$ cat src/verilog/rlgl_pkg.sv
// package: register map, field layout, reset values and timing of the record gain loop
package rlgl_pkg;
    // register indices; the byte address is four times the index
    localparam logic [7:0] IDX_LIMITS = 8'h20;
    localparam logic [7:0] IDX_HOLD_TGT = 8'h21;
    localparam logic [7:0] IDX_MODE_RATE = 8'h22;
    localparam logic [7:0] IDX_NGATE = 8'h23;
    localparam logic [7:0] IDX_STATUS = 8'h24;

    // field positions
    localparam int EN_BIT = 8;
    localparam int CEIL_LSB = 3;
    localparam int FLOOR_LSB = 0;
    localparam int ZC_BIT = 8;
    localparam int HOLD_LSB = 4;
    localparam int TGT_LSB = 0;
    localparam int MODE_BIT = 8;
    localparam int UP_LSB = 4;
    localparam int DN_LSB = 0;
    localparam int NGEN_BIT = 3;
    localparam int NOISE_THRESHOLD_SEL_LSB = 0;
    localparam int ST_GATE_BIT = 6;
    localparam int ST_CLIP_BIT = 7;

    // reset values of the fields that are not zero
    localparam logic [2:0] CEIL_RST = 3'h7;
    localparam logic [3:0] TGT_RST = 4'hb;
    localparam logic [3:0] UP_RST = 4'h3;
    localparam logic [3:0] DN_RST = 4'h2;
    localparam logic [5:0] GAIN_RST = 6'h10;

    // gain codes step 0.75 dB from -12 dB at code 0
    localparam logic [5:0] CEIL_BASE = 6'h07;
    // levels in 1/8 octave units, full scale at 128
    localparam logic [6:0] TGT_LVL_BASE = 7'h5a;
    localparam logic [7:0] NG_BASE = 8'h3c;
    localparam logic [14:0] CLIP_MAG = 15'h7000;
    localparam logic [3:0] RATE_CAP = 4'ha;
    localparam logic [3:0] HOLD_CAP = 4'he;
    localparam int CNT_W = 26;

    // timing: clock, loop tick and per-step times in ns
    localparam int CLK_NS = 10;
    localparam int TICK_NS = 1000;
    localparam int TICK_CYC = TICK_NS / CLK_NS;
    localparam int HOLD_NS = 2670000;
    localparam int UP_LVL_NS = 410000;
    localparam int DN_LVL_NS = 104000;
    localparam int UP_LIM_NS = 90800;
    localparam int DN_LIM_NS = 22700;
    // least times, rounded up to whole ticks
    localparam logic [11:0] HOLD_TK = 12'((HOLD_NS + TICK_NS - 1) / TICK_NS);
    localparam logic [11:0] UP_LVL_TK = 12'((UP_LVL_NS + TICK_NS - 1) / TICK_NS);
    localparam logic [11:0] DN_LVL_TK = 12'((DN_LVL_NS + TICK_NS - 1) / TICK_NS);
    localparam logic [11:0] UP_LIM_TK = 12'((UP_LIM_NS + TICK_NS - 1) / TICK_NS);
    localparam logic [11:0] DN_LIM_TK = 12'((DN_LIM_NS + TICK_NS - 1) / TICK_NS);
endpackage

$ cat src/verilog/rlgl_level_meter.sv
// level meter: peak magnitude, log level, clip flag and zero-cross pulse
`timescale 1ns/100ps
module rlgl_level_meter (
    input wire logic core_clk,
    input wire logic nrst,
    input wire logic sample_valid,
    input wire logic [15:0] sample_data,
    input wire logic clear,
    output logic [6:0] level,
    output logic clip,
    output logic zero_cross
);
    typedef struct packed {
        logic [14:0] peak;
        logic [6:0] lvl;
        logic clip;
        logic sign;
        logic zc;
    } rlgl_meter_s;

    rlgl_meter_s s_r;
    rlgl_meter_s s_nxt;
    logic [14:0] mag;
    logic [14:0] base;

    // log2 in eighths of an octave: leading one plus three bits below it
    function automatic logic [6:0] rlgl_log(input logic [14:0] m);
        logic [6:0] r;
        logic [14:0] t;
        r = 7'h00;
        t = 15'h0000;
        for (int p = 0; p < 15; p++) begin
            if (m[p]) begin
                t = m << (14 - p);
                r = 7'((p + 1) * 8) + {4'h0, t[13:11]};
            end
        end
        return r;
    endfunction

    // -32768 has no positive twin, so it saturates
    always_comb begin
        if (sample_data[15]) begin
            mag = (sample_data == 16'h8000) ? 15'h7fff : 15'(-sample_data);
        end else begin
            mag = sample_data[14:0];
        end
    end

    // a clear in the same cycle as a sample keeps that sample
    assign base = clear ? 15'h0000 : s_r.peak;

    always_comb begin
        s_nxt = s_r;
        s_nxt.zc = 1'b0;
        if (clear) begin
            s_nxt.clip = 1'b0;
        end
        s_nxt.peak = base;
        if (sample_valid) begin
            if (mag > base) begin
                s_nxt.peak = mag;
            end
            if (mag > rlgl_pkg::CLIP_MAG) begin
                s_nxt.clip = 1'b1; // [RULE6]
            end
            // a sign change or an exact zero counts as a crossing
            s_nxt.zc = (sample_data[15] != s_r.sign) || (sample_data == 16'h0000);
            s_nxt.sign = sample_data[15];
        end
        s_nxt.lvl = rlgl_log(s_nxt.peak);
    end

    always_ff @(posedge core_clk or negedge nrst) begin
        if (!nrst) begin
            s_r <= '0;
        end else begin
            s_r <= s_nxt;
        end
    end

    assign level = s_r.lvl;
    assign clip = s_r.clip;
    assign zero_cross = s_r.zc;
endmodule

$ cat src/verilog/rlgl_gain_loop.sv
// record gain loop: register slave, level/limiter control, clip guard and noise gate
//
// Behaviour
// [RULE1] ceiling field picks top gain, 6dB steps, -6.75dB to +35.25dB, resets 111
// [RULE2] floor field picks lowest gain, 6dB steps, -12dB to +30dB, resets 000
// [RULE3] hold delays ramp-up; zero at 0000, 2.67ms at 0001, doubling per code
// [RULE4] target sets ADC level, -28.5dB to -6dB in 1.5dB steps, resets 1011
// [RULE5] zero-cross bit set applies gain changes only at zero crossings; resets 0
// [RULE6] input above 87.5% full scale ramps gain down at fastest attack rate
// [RULE7] clip guard always on while loop enabled; no effect at attack code 0000
// [RULE8] gate engages when ADC level below threshold plus gain plus boost
// [RULE9] while gated the gain is held and never ramps up; the code still steps it down when the level is over target
// [RULE10] gate threshold -39dB at 000 to -81dB at 111, 6dB per code, resets 000
// [RULE11] gate acts only with its enable and the loop enabled; enable resets 0
// [RULE12] loop enable resets 0; setting 1 runs the selected mode
// [RULE13] mode 1 limits peaks, never above static gain; mode 0 regulates to target
// [RULE14] level-mode ramp-up 3.3ms per 6dB at 0000, doubling, capped at 1010
// [RULE15] level-mode ramp-down 832us per 6dB at 0000, doubling, capped at 1010
// [RULE16] limiter mode runs about four times faster and skips the hold delay
`timescale 1ns/100ps
module rlgl_gain_loop #(
    parameter logic [11:0] TICK_CYC = 12'(rlgl_pkg::TICK_CYC)
) (
    input wire logic core_clk,
    input wire logic nrst,
    input wire logic [7:0] avs_address,
    input wire logic avs_read,
    input wire logic avs_write,
    input wire logic [31:0] avs_writedata,
    input wire logic [3:0] avs_byteenable,
    output logic [31:0] avs_readdata,
    output logic avs_waitrequest,
    input wire logic adc_valid,
    input wire logic [15:0] adc_data,
    input wire logic [5:0] static_gain,
    input wire logic [5:0] mic_boost,
    output logic [5:0] pga_gain,
    output logic gate_active,
    output logic clip_active
);
    typedef struct packed {
        logic ack;
        logic [8:0] rdata;
        logic en;
        logic [2:0] ceil;
        logic [2:0] floor;
        logic zc_en;
        logic [3:0] hold;
        logic [3:0] target;
        logic mode;
        logic [3:0] up;
        logic [3:0] dn;
        logic ng_en;
        logic [2:0] noise_threshold_sel;
        logic [11:0] pre;
        logic tick;
        logic [rlgl_pkg::CNT_W-1:0] atk_cnt;
        logic [rlgl_pkg::CNT_W-1:0] dcy_cnt;
        logic [rlgl_pkg::CNT_W-1:0] hold_cnt;
        logic hold_done;
        logic [5:0] gain;
        logic [5:0] pga;
        logic peak_clr;
        logic gate;
    } rlgl_state_s;

    localparam rlgl_state_s ST_RST = '{
        ceil: rlgl_pkg::CEIL_RST,
        target: rlgl_pkg::TGT_RST,
        up: rlgl_pkg::UP_RST,
        dn: rlgl_pkg::DN_RST,
        gain: rlgl_pkg::GAIN_RST,
        pga: rlgl_pkg::GAIN_RST,
        default: '0
    };

    rlgl_state_s s_r;
    rlgl_state_s s_nxt;

    logic [6:0] level;
    logic clip;
    logic zero_cross;
    logic req;
    logic [6:0] target_lvl;
    logic over;
    logic [7:0] gate_thr;
    logic gate;
    logic [5:0] ceil_g;
    logic [5:0] ceil_eff;
    logic [5:0] floor_g;
    logic [rlgl_pkg::CNT_W-1:0] atk_len;
    logic [rlgl_pkg::CNT_W-1:0] dcy_len;
    logic [rlgl_pkg::CNT_W-1:0] hold_len;
    logic [rlgl_pkg::CNT_W-1:0] atk_inc;
    logic [rlgl_pkg::CNT_W-1:0] dcy_inc;
    logic [rlgl_pkg::CNT_W-1:0] hold_inc;

    // one step length: base ticks doubled per code, code capped
    function automatic logic [rlgl_pkg::CNT_W-1:0] rlgl_len(
        input logic [11:0] base,
        input logic [3:0] code,
        input logic [3:0] cap
    );
        logic [3:0] c;
        c = (code > cap) ? cap : code;
        return rlgl_pkg::CNT_W'(base) << c;
    endfunction

    // byte-address decode of one register index
    function automatic logic rlgl_hit(input logic [7:0] addr, input logic [7:0] idx);
        return addr == {idx[5:0], 2'b00};
    endfunction

    rlgl_level_meter u_meter (
        .core_clk(core_clk),
        .nrst(nrst),
        .sample_valid(adc_valid),
        .sample_data(adc_data),
        .clear(s_r.peak_clr),
        .level(level),
        .clip(clip),
        .zero_cross(zero_cross)
    );

    // bus request seen; waitrequest drops one cycle later
    assign req = avs_read | avs_write;
    assign avs_waitrequest = req & ~s_r.ack;
    assign avs_readdata = {23'h00_0000, s_r.rdata};

    // target in eighth-octave units: 2 units per 1.5 dB code
    assign target_lvl = rlgl_pkg::TGT_LVL_BASE + {2'b00, s_r.target, 1'b0}; // [RULE4]
    // clip forces the attack branch even below target
    assign over = (level > target_lvl) | clip; // [RULE6] [RULE7]

    // gate threshold at the ADC: threshold plus gain plus boost
    assign gate_thr = rlgl_pkg::NG_BASE - {2'b00, s_r.noise_threshold_sel, 3'b000}
                    + {2'b00, s_r.gain} + {2'b00, mic_boost}; // [RULE8] [RULE10]
    assign gate = s_r.en & s_r.ng_en & ({1'b0, level} < gate_thr); // [RULE11]

    // gain limits in 0.75 dB codes
    assign ceil_g = rlgl_pkg::CEIL_BASE + {s_r.ceil, 3'b000}; // [RULE1]
    assign floor_g = {s_r.floor, 3'b000}; // [RULE2]
    // the limiter may only restore, never exceed the static gain
    assign ceil_eff = (s_r.mode && static_gain < ceil_g) ? static_gain : ceil_g; // [RULE13]

    // step lengths; limiter uses its own faster bases
    always_comb begin
        if (s_r.mode) begin
            dcy_len = rlgl_len(rlgl_pkg::UP_LIM_TK, s_r.up, rlgl_pkg::RATE_CAP); // [RULE16]
            atk_len = rlgl_len(rlgl_pkg::DN_LIM_TK, clip ? 4'h0 : s_r.dn, rlgl_pkg::RATE_CAP);
        end else begin
            dcy_len = rlgl_len(rlgl_pkg::UP_LVL_TK, s_r.up, rlgl_pkg::RATE_CAP); // [RULE14]
            atk_len = rlgl_len(rlgl_pkg::DN_LVL_TK, clip ? 4'h0 : s_r.dn,
                               rlgl_pkg::RATE_CAP); // [RULE15] [RULE6]
        end
        if (s_r.hold == 4'h0) begin
            hold_len = '0;
        end else begin
            hold_len = rlgl_len(rlgl_pkg::HOLD_TK, s_r.hold - 4'h1, rlgl_pkg::HOLD_CAP); // [RULE3]
        end
    end

    assign atk_inc = s_r.atk_cnt + 26'h000_0001;
    assign dcy_inc = s_r.dcy_cnt + 26'h000_0001;
    assign hold_inc = s_r.hold_cnt + 26'h000_0001;

    // all next-state logic
    always_comb begin
        s_nxt = s_r;
        s_nxt.tick = 1'b0;
        s_nxt.peak_clr = 1'b0;

        // loop tick divider
        if (s_r.pre >= TICK_CYC - 12'h001) begin
            s_nxt.pre = 12'h000;
            s_nxt.tick = 1'b1;
        end else begin
            s_nxt.pre = s_r.pre + 12'h001;
        end

        // avalon slave: read data captured while waitrequest is high
        s_nxt.ack = req & ~s_r.ack;
        if (avs_read && !s_r.ack) begin
            s_nxt.rdata = 9'h000;
            if (rlgl_hit(avs_address, rlgl_pkg::IDX_LIMITS)) begin
                s_nxt.rdata[rlgl_pkg::EN_BIT] = s_r.en;
                s_nxt.rdata[rlgl_pkg::CEIL_LSB +: 3] = s_r.ceil;
                s_nxt.rdata[rlgl_pkg::FLOOR_LSB +: 3] = s_r.floor;
            end else if (rlgl_hit(avs_address, rlgl_pkg::IDX_HOLD_TGT)) begin
                s_nxt.rdata[rlgl_pkg::ZC_BIT] = s_r.zc_en;
                s_nxt.rdata[rlgl_pkg::HOLD_LSB +: 4] = s_r.hold;
                s_nxt.rdata[rlgl_pkg::TGT_LSB +: 4] = s_r.target;
            end else if (rlgl_hit(avs_address, rlgl_pkg::IDX_MODE_RATE)) begin
                s_nxt.rdata[rlgl_pkg::MODE_BIT] = s_r.mode;
                s_nxt.rdata[rlgl_pkg::UP_LSB +: 4] = s_r.up;
                s_nxt.rdata[rlgl_pkg::DN_LSB +: 4] = s_r.dn;
            end else if (rlgl_hit(avs_address, rlgl_pkg::IDX_NGATE)) begin
                s_nxt.rdata[rlgl_pkg::NGEN_BIT] = s_r.ng_en;
                s_nxt.rdata[rlgl_pkg::NOISE_THRESHOLD_SEL_LSB +: 3] = s_r.noise_threshold_sel;
            end else if (rlgl_hit(avs_address, rlgl_pkg::IDX_STATUS)) begin
                s_nxt.rdata[5:0] = s_r.pga;
                s_nxt.rdata[rlgl_pkg::ST_GATE_BIT] = s_r.gate;
                s_nxt.rdata[rlgl_pkg::ST_CLIP_BIT] = clip;
            end
        end

        // writes land at the edge where waitrequest is low; bit 8 rides lane 1
        if (avs_write && s_r.ack) begin
            if (rlgl_hit(avs_address, rlgl_pkg::IDX_LIMITS)) begin
                if (avs_byteenable[1]) begin
                    s_nxt.en = avs_writedata[rlgl_pkg::EN_BIT]; // [RULE12]
                end
                if (avs_byteenable[0]) begin
                    s_nxt.ceil = avs_writedata[rlgl_pkg::CEIL_LSB +: 3];
                    s_nxt.floor = avs_writedata[rlgl_pkg::FLOOR_LSB +: 3];
                end
            end else if (rlgl_hit(avs_address, rlgl_pkg::IDX_HOLD_TGT)) begin
                if (avs_byteenable[1]) begin
                    s_nxt.zc_en = avs_writedata[rlgl_pkg::ZC_BIT];
                end
                if (avs_byteenable[0]) begin
                    s_nxt.hold = avs_writedata[rlgl_pkg::HOLD_LSB +: 4];
                    s_nxt.target = avs_writedata[rlgl_pkg::TGT_LSB +: 4];
                end
            end else if (rlgl_hit(avs_address, rlgl_pkg::IDX_MODE_RATE)) begin
                if (avs_byteenable[1]) begin
                    s_nxt.mode = avs_writedata[rlgl_pkg::MODE_BIT];
                end
                if (avs_byteenable[0]) begin
                    s_nxt.up = avs_writedata[rlgl_pkg::UP_LSB +: 4];
                    s_nxt.dn = avs_writedata[rlgl_pkg::DN_LSB +: 4];
                end
            end else if (rlgl_hit(avs_address, rlgl_pkg::IDX_NGATE)) begin
                if (avs_byteenable[0]) begin
                    s_nxt.ng_en = avs_writedata[rlgl_pkg::NGEN_BIT];
                    s_nxt.noise_threshold_sel = avs_writedata[rlgl_pkg::NOISE_THRESHOLD_SEL_LSB +: 3];
                end
            end
        end

        s_nxt.gate = gate; // [RULE11]

        // gain loop: disabled tracks the static gain so enabling starts from it
        if (!s_r.en) begin
            s_nxt.gain = static_gain; // [RULE12]
            s_nxt.atk_cnt = '0;
            s_nxt.dcy_cnt = '0;
            s_nxt.hold_cnt = '0;
            s_nxt.hold_done = 1'b0;
        end else if (s_r.tick) begin
            if (over) begin
                // no hold before ramping down; any loud peak restarts the hold
                s_nxt.dcy_cnt = '0;
                s_nxt.hold_cnt = '0;
                s_nxt.hold_done = 1'b0;
                if (atk_inc >= atk_len) begin
                    s_nxt.atk_cnt = '0;
                    s_nxt.peak_clr = 1'b1;
                    if (s_r.gain > floor_g) begin
                        s_nxt.gain = s_r.gain - 6'h01; // [RULE2] [RULE6]
                    end
                end else begin
                    s_nxt.atk_cnt = atk_inc;
                end
            end else begin
                s_nxt.atk_cnt = '0;
                if (!s_r.hold_done && !s_r.mode && hold_len != '0) begin
                    // hold runs only in level mode
                    if (hold_inc >= hold_len) begin
                        s_nxt.hold_done = 1'b1; // [RULE3] [RULE16]
                        s_nxt.hold_cnt = '0;
                    end else begin
                        s_nxt.hold_cnt = hold_inc;
                    end
                end else if (dcy_inc >= dcy_len) begin
                    s_nxt.dcy_cnt = '0;
                    s_nxt.peak_clr = 1'b1;
                    // a closed gate blocks the up step instead of pumping noise
                    if (!gate && s_r.gain < ceil_eff) begin
                        s_nxt.gain = s_r.gain + 6'h01; // [RULE9] [RULE1] [RULE13]
                    end
                end else begin
                    s_nxt.dcy_cnt = dcy_inc;
                end
            end
        end

        // amplifier update, deferred to a crossing when asked; no timeout,
        // so a dc input keeps the old gain until it crosses
        if (!s_r.en) begin
            s_nxt.pga = static_gain;
        end else if (!s_r.zc_en || zero_cross) begin
            s_nxt.pga = s_r.gain; // [RULE5]
        end
    end

    always_ff @(posedge core_clk or negedge nrst) begin
        if (!nrst) begin
            s_r <= ST_RST;
        end else begin
            s_r <= s_nxt;
        end
    end

    assign pga_gain = s_r.pga;
    assign gate_active = s_r.gate;
    assign clip_active = clip;
endmodule

$ cat config.mk
export PLATFORM = sky130hd
export DESIGN_NAME = rlgl_gain_loop
export DESIGN_NICKNAME = d
export VERILOG_FILES = /design/src/verilog/rlgl_pkg.sv /design/src/verilog/rlgl_level_meter.sv /design/src/verilog/rlgl_gain_loop.sv
export SDC_FILE = /design/constraint.sdc
export NUM_CORES = 1
export LEC_CHECK = 0
export BUFFER_PORTS_ARGS = -buffer_cell sky130_fd_sc_hd__buf_2
export CAP_MARGIN = 20
export CELL_PAD_IN_SITES_DETAIL_PLACEMENT = 0
export CELL_PAD_IN_SITES_GLOBAL_PLACEMENT = 1
export CORE_ASPECT_RATIO = 0.8
export CORE_UTILIZATION = 39
export CTS_CLUSTER_SIZE = 40
export DETAILED_ROUTE_END_ITERATION = 6
export GPL_TIMING_DRIVEN = 1
export PLACE_DENSITY_LB_ADDON = 0.1
export SYNTH_ARGS = -nofsm -noshare
export SYNTH_HDL_FRONTEND = slang
export SYNTH_SLANG_ARGS = --single-unit
$ cat constraint.sdc
create_clock -name core_clk -period 5.5 [get_ports core_clk]
set_input_delay 1.1 -clock core_clk [delete_from_list [all_inputs] [get_ports core_clk]]
set_output_delay 1.1 -clock core_clk [all_outputs]
set_load 0.1 [all_outputs]
# [Word-level counts from Yosys, hierarchy flattened]
# Cells that the tools add are included.
# Widths: inputs -> output; s select.
[word_totals] input_bits=77 register_bits=170 word_cells=190 output_inout_bits=41
[op_classes] order_cmp=14 shifts=5 n_reduce_logical=27 muxes=64 bitwise_logic=9 n_addsub=27 eq_ne=16
[ops] operator="$mux 85" count=3
[ops] operator="$mux 26" count=7
[ops] operator="$mux 7" count=14
[ops] operator="$add 26x1->26 const B" count=3
[ops] operator="$ge 26x26->1" count=3
[ops] operator="$mux 15" count=5
[ops] operator="$mux 6" count=9
[ops] operator="$shl 7x4->26 const A" count=2
[ops] operator="$eq 8x8->1 const B" count=5
[ops] operator="$add 6x3->7 const A" count=4
[ops] operator="$add 7x3->7 const A" count=4
[ops] operator="$mux 4" count=7
[ops] operator="$mux 27" count=1
[ops] operator="$reduce_bool 26->1" count=1
[ops] operator="$shl 12x4->26 const A" count=1
[ops] operator="$shl 5x4->26 const A" count=1
[ops] operator="$shl 9x4->26 const A" count=1
[ops] operator="$eq 16x16->1 const B" count=1
[ops] operator="$logic_not 16->1" count=1
[ops] operator="$mux 8" count=2
[ops] operator="$gt 15x15->1" count=1
[ops] operator="$gt 15x15->1 const B" count=1
[ops] operator="$neg 15->15" count=1
[ops] operator="$add 6x4->7 const A" count=2
[ops] operator="other kinds (41)" count=82

# [Logic depth before layout (Yosys ltp)]
# Gate-level depths: netlist of run 1.
[depth] word_depth=21 ltp_mapped=24 depth_no_buf=20

# [Hierarchy]
# A second synthesis of run 1 with hierarchy kept.
[unflattened] hier_cells=1799 area_unflattened_um2=14749.1
[modules_own_cells] module="rlgl_gain_loop" seq_area_each_um2=3642.2 cells_per_inst=1421 area_per_inst_um2=11893.9 instances=1
[modules_own_cells] module="rlgl_level_meter" seq_area_each_um2=625.6 cells_per_inst=378 area_per_inst_um2=2855.2 instances=1

# [Least setup slack after synthesis of run 1]
# OpenSTA, ideal clock, no wires.
[synth_timing] kind="input -> register" startpoint="in adc_data[0]" endpoint="reg u_meter.s_r (netlist bit u_meter.level[0])" setup_ps=120 path_stages=21 path_slack_ps=-240 path_buffers=4 arrival_time_ps=5620 required_ps=5380 cell_sequence="clkbuf_1 -> inv_1 -> ha_1 -> buf_2 -> or4b_4 -> or4_1 -> o311a_1 -> nor2_1 -> ha_1 -> nand4_1 -> nor3_1 -> o31ai_1 -> a221oi_2 -> buf_2 -> buf_2 -> nor2_1 -> a21oi_1 -> inv_1 -> a31oi_1 -> o32ai_1 -> a41o_1"
[synth_lines] element="from (decl)" line_no="rlgl_gain_loop.sv:34" text="input wire logic [15:0] adc_data,"
[synth_lines] element="to (signal assigned)" line_no="rlgl_level_meter.sv:78" text="s_r <= s_nxt;"
[synth_lines] element="to (decl)" line_no="rlgl_level_meter.sv:21" text="rlgl_meter_s s_r;"

==> results.toml, run 1 <==
[setup_path]
crit_type = "input pin to register"
rrSetupSlack_ns = 0.87
crit_path_start_kind = "input pin"
cp_common_cell = "buf_4"
reg2reg_to = "s_r[23]$_DFFE_PN0P_"
critPathArrivalTime_ns = 5.56
endpoint_kind = "register"
cp_max_fo = 15
reg2regPathDepth = 20
slowest_stage = "o41a_1"
crit_chain = "buf_2 > inv_1 > ha_1 > buf_4 > nor4b_1 > nand2_1 > o41a_1 > o22ai_1 > inv_1 > ha_1 > nand2_1 > nor3_2 > o31ai_1 > a221oi_4 > buf_4 > mux2_2 > buf_4 > nand3b_1 > a21oi_1 > a211o_1 > a211oi_1"
timing.rr.start = "s_r[123]$_DFFE_PN0P_"
cpPeakStageDelay_ns = 0.39
required_ns = 5.85

[outcome]
violations = "DRC"
status = "complete, but fails checks"

[placement]
dpl_worst_slack_ns = -0.168
gp_congestion = 0.855
dp_hpwl_um = 31200
io_buffers = 69

[cts]
worstSkewPairLatency_ns = 0.45
cts_sinks = 170
htreeDepth = 4
clk_path_buf_depth = 2
cts-buffers-inserted = 17
cts_tree = "yes"
clockRootBuffer = "clkbuf_16"
clkTransAtPathRegs_ns = 0.08

[floorplanning]
core_area_sq_um = 36100
row_count = 62
io_pins = 118
start_util = 0.398
die_w_um = 216
dieArea_sq_um = 37600
die_y_um = 174

[timing]
fin_crit_ns = 5.21
fin_skew_ns = 0.0115
hold_ws_ns = 0.459
maxSlewViolCount = 0
rsz0062_at_grt = "no"
hold_viol_final = 0
slew_headroom = 0.352
setup_viol = 0
fin_crit_sh = 0.947
finalWorstSetupSlack_ns = 0.290
max_freq_ghz = 0.192
worstMarginPinSlew_ns = 0.972

[yosys]
ys_seq_elements = 170
synth_flop_cell = "dfrtp_1"
synth_top_area_frac = 0.277
synth_edf_count = 0
synthesis.area_sq_um = 14400
yosysTopAreaCell = "dfrtp_1"
synth.area.top_cells = "dfrtp_1, ha_1, nand2_1"
async_flop_share = 1.00
yosysSeqAreaShare = 0.297
ys_types = 90
ys.warnings.count = 0
netlist_instances = 1724
avgSynthCellArea_sq_um = 8.32

[worst_hold_path]
whs_path_depth = 1
worstHoldPathType = "register to register"
whs_endpoint = "s_r[94]$_DFF_PN0_"
hold_start = "s_r[94]$_DFF_PN0_"

[detailed_routing]
via_count = 12800
antenna_left = 0
route.detailed.drc = 6
drt-initial-drc-count = 1011
wl_um = 41200
wl_per_cell_um = 17.9
dr.pass1.iters = 7
routed_via_density = 5.57

[final_layout]
syn_to_final_growth_pct = 12.4
ff_latch_area_sq_um = 4270
drive_gt1_frac = 0.144
num-fill-cells = 3627
nets = 2031
multi_input_area_sq_um = 9350

[power]
p_sw_mw = 1.50
clkPwrFrac = 0.330
p_int_mw = 2.68
swShare = 0.358
pwr-share-comb = 0.335
p_seq_frac = 0.335
leakage_nw = 7.42
p_per_area_nw_per_um2 = 259
ir_drop_mv = 0.221

[global_route]
grt_max_degree = 108
first_global_vias = 12000
overflow = 0
grt_pass1_wl_um = 66300
antenna_found_initial = 1
grt_usage = 0.222

[flow_run]
max_cap_violations = 0
stage by stage:
step,power (mW),util,area (sq um),setup TNS (ns),instances
2_1_floorplan,2.33,-,14500,0,1758
3_3_place_gp,2.80,0.429,15500,-0.300,2271
3_5_place_dp,2.80,0.429,15500,-0.487,2271
4_1_cts,4.19,0.447,16100,0,2303
5_1_grt,4.41,0.447,16100,0,2304
6_report,4.18,0.447,16100,0,2305
worst max-delay path: cells and delay by family:
kind / cells / cell delay [ns]
compound gates: 7 / 1.73
fa+ha+maj: 2 / 0.54
buf+inv: 6 / 0.86
mux: 1 / 0.38
simple gates: 5 / 0.93
synth_stat cells (6+ instances only):
| cell type | instances |
|---|---|
| a222oi_1 | 9 |
| ha_1 | 138 |
| o211ai_1 | 11 |
| a31oi_1 | 10 |
| nand3b_1 | 7 |
| nand3_1 | 67 |
| xor2_1 | 31 |
| mux2_2 | 35 |
| mux2i_1 | 21 |
| buf_4 | 38 |
| a211oi_1 | 13 |
| nor4_1 | 11 |
| a21oi_1 | 88 |
| xnor2_1 | 52 |
| a21o_1 | 25 |
| nor3_1 | 27 |
| clkbuf_1 | 63 |
| nor2b_1 | 29 |
| o22ai_1 | 14 |
| buf_2 | 8 |
| nor2_1 | 140 |
| and3_1 | 29 |
| dfstp_2 | 11 |
| or2_2 | 7 |
| or4_1 | 7 |
| nand4_1 | 32 |
| nand2b_1 | 33 |
| a32oi_1 | 7 |
| o21ai_1 | 11 |
| dfrtp_1 | 159 |
| a22oi_1 | 13 |
| and2_1 | 15 |
| inv_1 | 80 |
| a22o_1 | 21 |
| or3_1 | 13 |
| and4_1 | 6 |
| o21ai_0 | 126 |
| o21a_1 | 11 |
| o31ai_1 | 20 |
| nand2_1 | 189 |
power groups by stage:
stage | logic, mW | registers [mW] | clock network [mW]
after floorplan | 0.930 | 1.40 | 0
after global placement | 1.38 | 1.42 | 0
after detailed placement | 1.38 | 1.42 | 0
after CTS | 1.39 | 1.40 | 1.40
after global routing | 1.55 | 1.41 | 1.45
final | 1.40 | 1.40 | 1.38
placed cells by master, fill, tap and decap left out, drive strengths merged, types with 13 or more instances in the layout:
cell    synthesis  final
a211oi         13     13
a21o           25     25
a21oi          90     90
a22o           21     21
a22oi          13     13
and2           16     16
and3           29     29
buf            52    149
clkbuf         64     19
conb            2     36
dfrtp         159    159
ha            138    138
inv            81     86
mux2           36     36
mux2i          21     21
nand2         189    189
nand2b         34     34
nand3          68     68
nand4          33     33
nor2          140    140
nor2b          30     30
nor3           28     28
nor4           13     13
o21ai         138    138
o22ai          14     14
o31ai          20     20
or3            13     13
xnor2          52     52
xor2           31     31
metal layers:
metal	global-route usage	up-vias	share of wire
met1	0.348	6175	0.53
met3	0.0384	23	0.046
li1	-	6335	-
met4	0.0455	0	0.0090
met5	0	-	0
met2	0.311	308	0.42
repair_timing:
item / in CTS / in global routing
endpoints found under the setup margin: 0 / 5
gates resized for setup: 0 / 0
setup buffers: 0 / 1
hold buffers: 0 / 0
how the worst max path moves through the flow:
stage | startpoint | endpoint | slack [ns] | cells past startpoint
after floorplan | adc_data[0] | u_meter.level[2]$_DFF_PN0_ | 0.03 | 20
after detailed placement | adc_data[0] | u_meter.level[1]$_DFF_PN0_ | -0.17 | 22
after global placement | adc_data[0] | u_meter.level[1]$_DFF_PN0_ | -0.12 | 22
after global routing | adc_data[0] | u_meter.level[1]$_DFF_PN0_ | 0.07 | 21
after CTS | adc_data[0] | u_meter.level[1]$_DFF_PN0_ | 0.31 | 22
final | adc_data[0] | u_meter.level[1]$_DFF_PN0_ | 0.29 | 21
final cells by class:
cell class	instances	share of cell area
Multi-Input combinational cell	1391	0.579
Sequential cell	170	0.265
Timing Repair Buffer	150	0.0596
Tap cell	480	0.0372
Clock buffer	18	0.0272
Inverter	81	0.0188
Clock inverter	14	0.0130
Antenna cell	1	0.000155
registers in the layout (all words and copies together), names as in the netlist:
| signal | count |
|---|---|
| avs_readdata | 9 |
| gate_active | 1 |
| pga_gain | 6 |
| u_meter.level | 7 |
| u_meter.clip | 1 |
| floor_g | 3 |
| u_meter.s_r | 16 |
| u_meter.zero_cross | 1 |
| s_r | 126 |
kinds of logic after synthesis:
logic type                 share of synthesized area
muxes                                         0.0432
xor gates and xnor gates                      0.0507
AOI/OAI and AO/OA                              0.198
buffers and inverters                         0.0628
adders and majority gates                      0.127
and+or+nand+nor                                0.220
DFF                                            0.297
other                                       0.000523
No activity file was read; power rests on OpenSTA's default activity.
==> run 2: changes to the inputs <==
ABC_AREA = 1   (was unset)
CORE_UTILIZATION = 40   (was 39)
SKIP_CTS_REPAIR_TIMING = 1   (was unset)
==> run 2 against run 1 <==
  * The flow now finishes without violations
  * Via count shrank 1.7%
  * Utilization grew 0.46 points
  * Area after synthesis shrank 2.4%
==> results.toml, run 2 <==
[yosys]
async_flop_share = 1.00
ys_types = 59
synth_top_area_frac = 0.284
yosysSeqAreaShare = 0.305
synth_flop_cell = "dfrtp_1"
synth_edf_count = 0
netlist_instances = 1978
yosysTopAreaCell = "dfrtp_1"
avgSynthCellArea_sq_um = 7.08
synthesis.area_sq_um = 14000
ys.warnings.count = 0
ys_seq_elements = 170
yosys-top-cells-count = "nand2_1, inv_1, nor2_1"
synth_most_common_cell = "nand2_1"
synth.area.top_cells = "dfrtp_1, nand2_1, ha_1"

[setup_path]
required_ns = 5.86
crit_type = "input pin to register"
cp_max_fo = 26
cp_common_cell = "nand2_1"
path_buf_inv = 7
crit_path_start_kind = "input pin"
critPathArrivalTime_ns = 5.04
path_delay_family = "simple AND/OR/NAND/NOR gates"
endpoint_kind = "register"
slowest_stage = "ha_1"
cpPeakStageDelay_ns = 0.39

[timing]
rsz0062_at_grt = "no"
maxSlewViolCount = 0
setup_viol = 0
hold_viol_final = 0
max_freq_ghz = 0.214
fin_skew_ns = 0.0207
finalSetupTns_ns = 0
hold_ws_ns = 0.460
slew_headroom = 0.340
fin_crit_sh = 0.850
fin_crit_ns = 4.68
worstMarginPinSlew_ns = 0.990

[placement]
io_buffers = 69
gp_congestion = 0.848
dpl_cell_area_sq_um = 14800
placed_cells = 2491
dp_hpwl_um = 30600

[detailed_routing]
dr.pass1.iters = 7
routed_via_density = 5.00
wl_um = 39200
wl_per_cell_um = 15.5
route.detailed.drc = 0
drt-initial-drc-count = 1002
via_count = 12600
antenna_left = 0

[global_route]
first_global_vias = 12000
grt_pass1_wl_um = 64800
met1_usage = 0.362
antenna_found_initial = 1
overflow = 0
grt_max_degree = 98
met3_usage = 0.0303
top_usage_layer = "met1"
grt_usage = 0.229
grtUsageMet2 = 0.320

[power]
ir_drop_mv = 0.276
leakage_nw = 7.93
p_per_area_nw_per_um2 = 362

[final_layout]
ff_latch_area_sq_um = 4270
regMostFlops = "s_r"
largest_reg_flops = 126
multi_input_area_sq_um = 8240
layout_commonest_cell = "nand2_1"
final_cells = 2524
drive_gt1_frac = 0.0855
num-fill-cells = 3483
fin_util = 0.452
syn_to_final_growth_pct = 9.75
final_cell_mix = "nand2_1, inv_1, nor2_1"
nets = 2265
final_area_sq_um = 15400

[cts]
worstSkewPairLatency_ns = 0.46
clockRootBuffer = "clkbuf_16"
cts_tree = "yes"
htreeDepth = 4
cts-buffers-inserted = 17
cts_sinks = 170
clk_path_buf_depth = 2
clkTransAtPathRegs_ns = 0.08

[floorplanning]
core_area_sq_um = 34000
row_count = 60
die_y_um = 169
io_pins = 118
dieArea_sq_um = 35800
die_w_um = 211
start_util = 0.412

[flow_run]
max_cap_violations = 0

[outcome]
status = "finished clean"

[worst_hold_path]
worstHoldPathType = "register to register"
-- run 2: cell types whose count changed in the layout (fill, tap and decap cells not counted), sizes merged, moves of 24 or more --
cell | before | now
nand2 | 189 | 495
mux2 | 36 | 0
inv | 86 | 319
xnor2 | 52 | 8
o21ai | 138 | 162
and3 | 29 | 3
nor2 | 140 | 172
nand3 | 68 | 107
nand2b | 34 | 0
buf | 149 | 88
a21o | 25 | 1
xor2 | 31 | 58
nor2b | 30 | 0
-- run 2: cells by family after synthesis --
group | after synthesis | synth area share
AOI/OAI and AO/OA | 331 | 0.136
xor gates and xnor gates | 66 | 0.0413
buffers and inverters | 387 | 0.115
DFF | 170 | 0.305
muxes | 2 | 0.00143
adders and majority gates | 143 | 0.130
and+or+nand+nor | 877 | 0.270
other | 2 | 0.000536
-- run 2: metrics by stage --
stage	total power, mW	setup slack [ns]
after floorplan	3.60	1.40
after global placement	4.24	0.472
after detailed placement	4.28	0.405
after global routing	6.09	0.183
final	5.57	0.823
after CTS	5.59	0.889
-- run 2: power breakdown --
part	switching, mW	internal (mW)	leakage (nW)
logic	1.85	0.856	5.42
clock network	0.593	0.695	0.289
registers	0.148	1.43	2.22
-- run 2: area by class of cell --
class / instances / share of cell area
clock inverter: 13 / 0.0101
antenna: 1 / 0.000163
clock buffer: 19 / 0.0288
sequential: 170 / 0.278
tap: 465 / 0.0379
timing repair buffer: 88 / 0.0322
inverter: 313 / 0.0766
multi-input combinational: 1455 / 0.536
-- run 2: worst register-to-register path: cells and delay by family, from the launching register on --
| family | cells | cell delay, ns |
|---|---|---|
| compound gates | 8 | 1.73 |
| fa+ha+maj | 2 | 0.49 |
| buf+inv | 3 | 0.45 |
| flops | 1 | 0.46 |
| simple gates | 8 | 1.38 |
-- run 2: path summary, 6_finish.rpt --
kind / start / end / slack (ns) / cells past startpoint
worst max-delay path: adc_data[0] / u_meter.level[1]$_DFF_PN0_ / 0.82 / 29
worst min-delay path: s_r[144]$_DFF_PN0_ / s_r[144]$_DFF_PN0_ / 0.46 / 1
worst max register to register: s_r[123]$_DFFE_PN0P_ / s_r[32]$_DFFE_PN0P_ / 0.88 / 21
worst min register to register: s_r[144]$_DFF_PN0_ / s_r[144]$_DFF_PN0_ / 0.46 / 1
max in group asynchronous: nrst / s_r[44]$_DFFE_PN0P_ / 3.70 / 2
min in group asynchronous: nrst / s_r[85]$_DFFE_PN0P_ / 0.70 / 1
-- run 2: routing by layer --
metal	share of wire	vias to the layer above	routed length [um]
li1	-	6529	-
met1	0.55	5847	21700
met2	0.40	219	15600
met3	0.037	29	1440
met4	0.012	0	486
met5	0	-	0
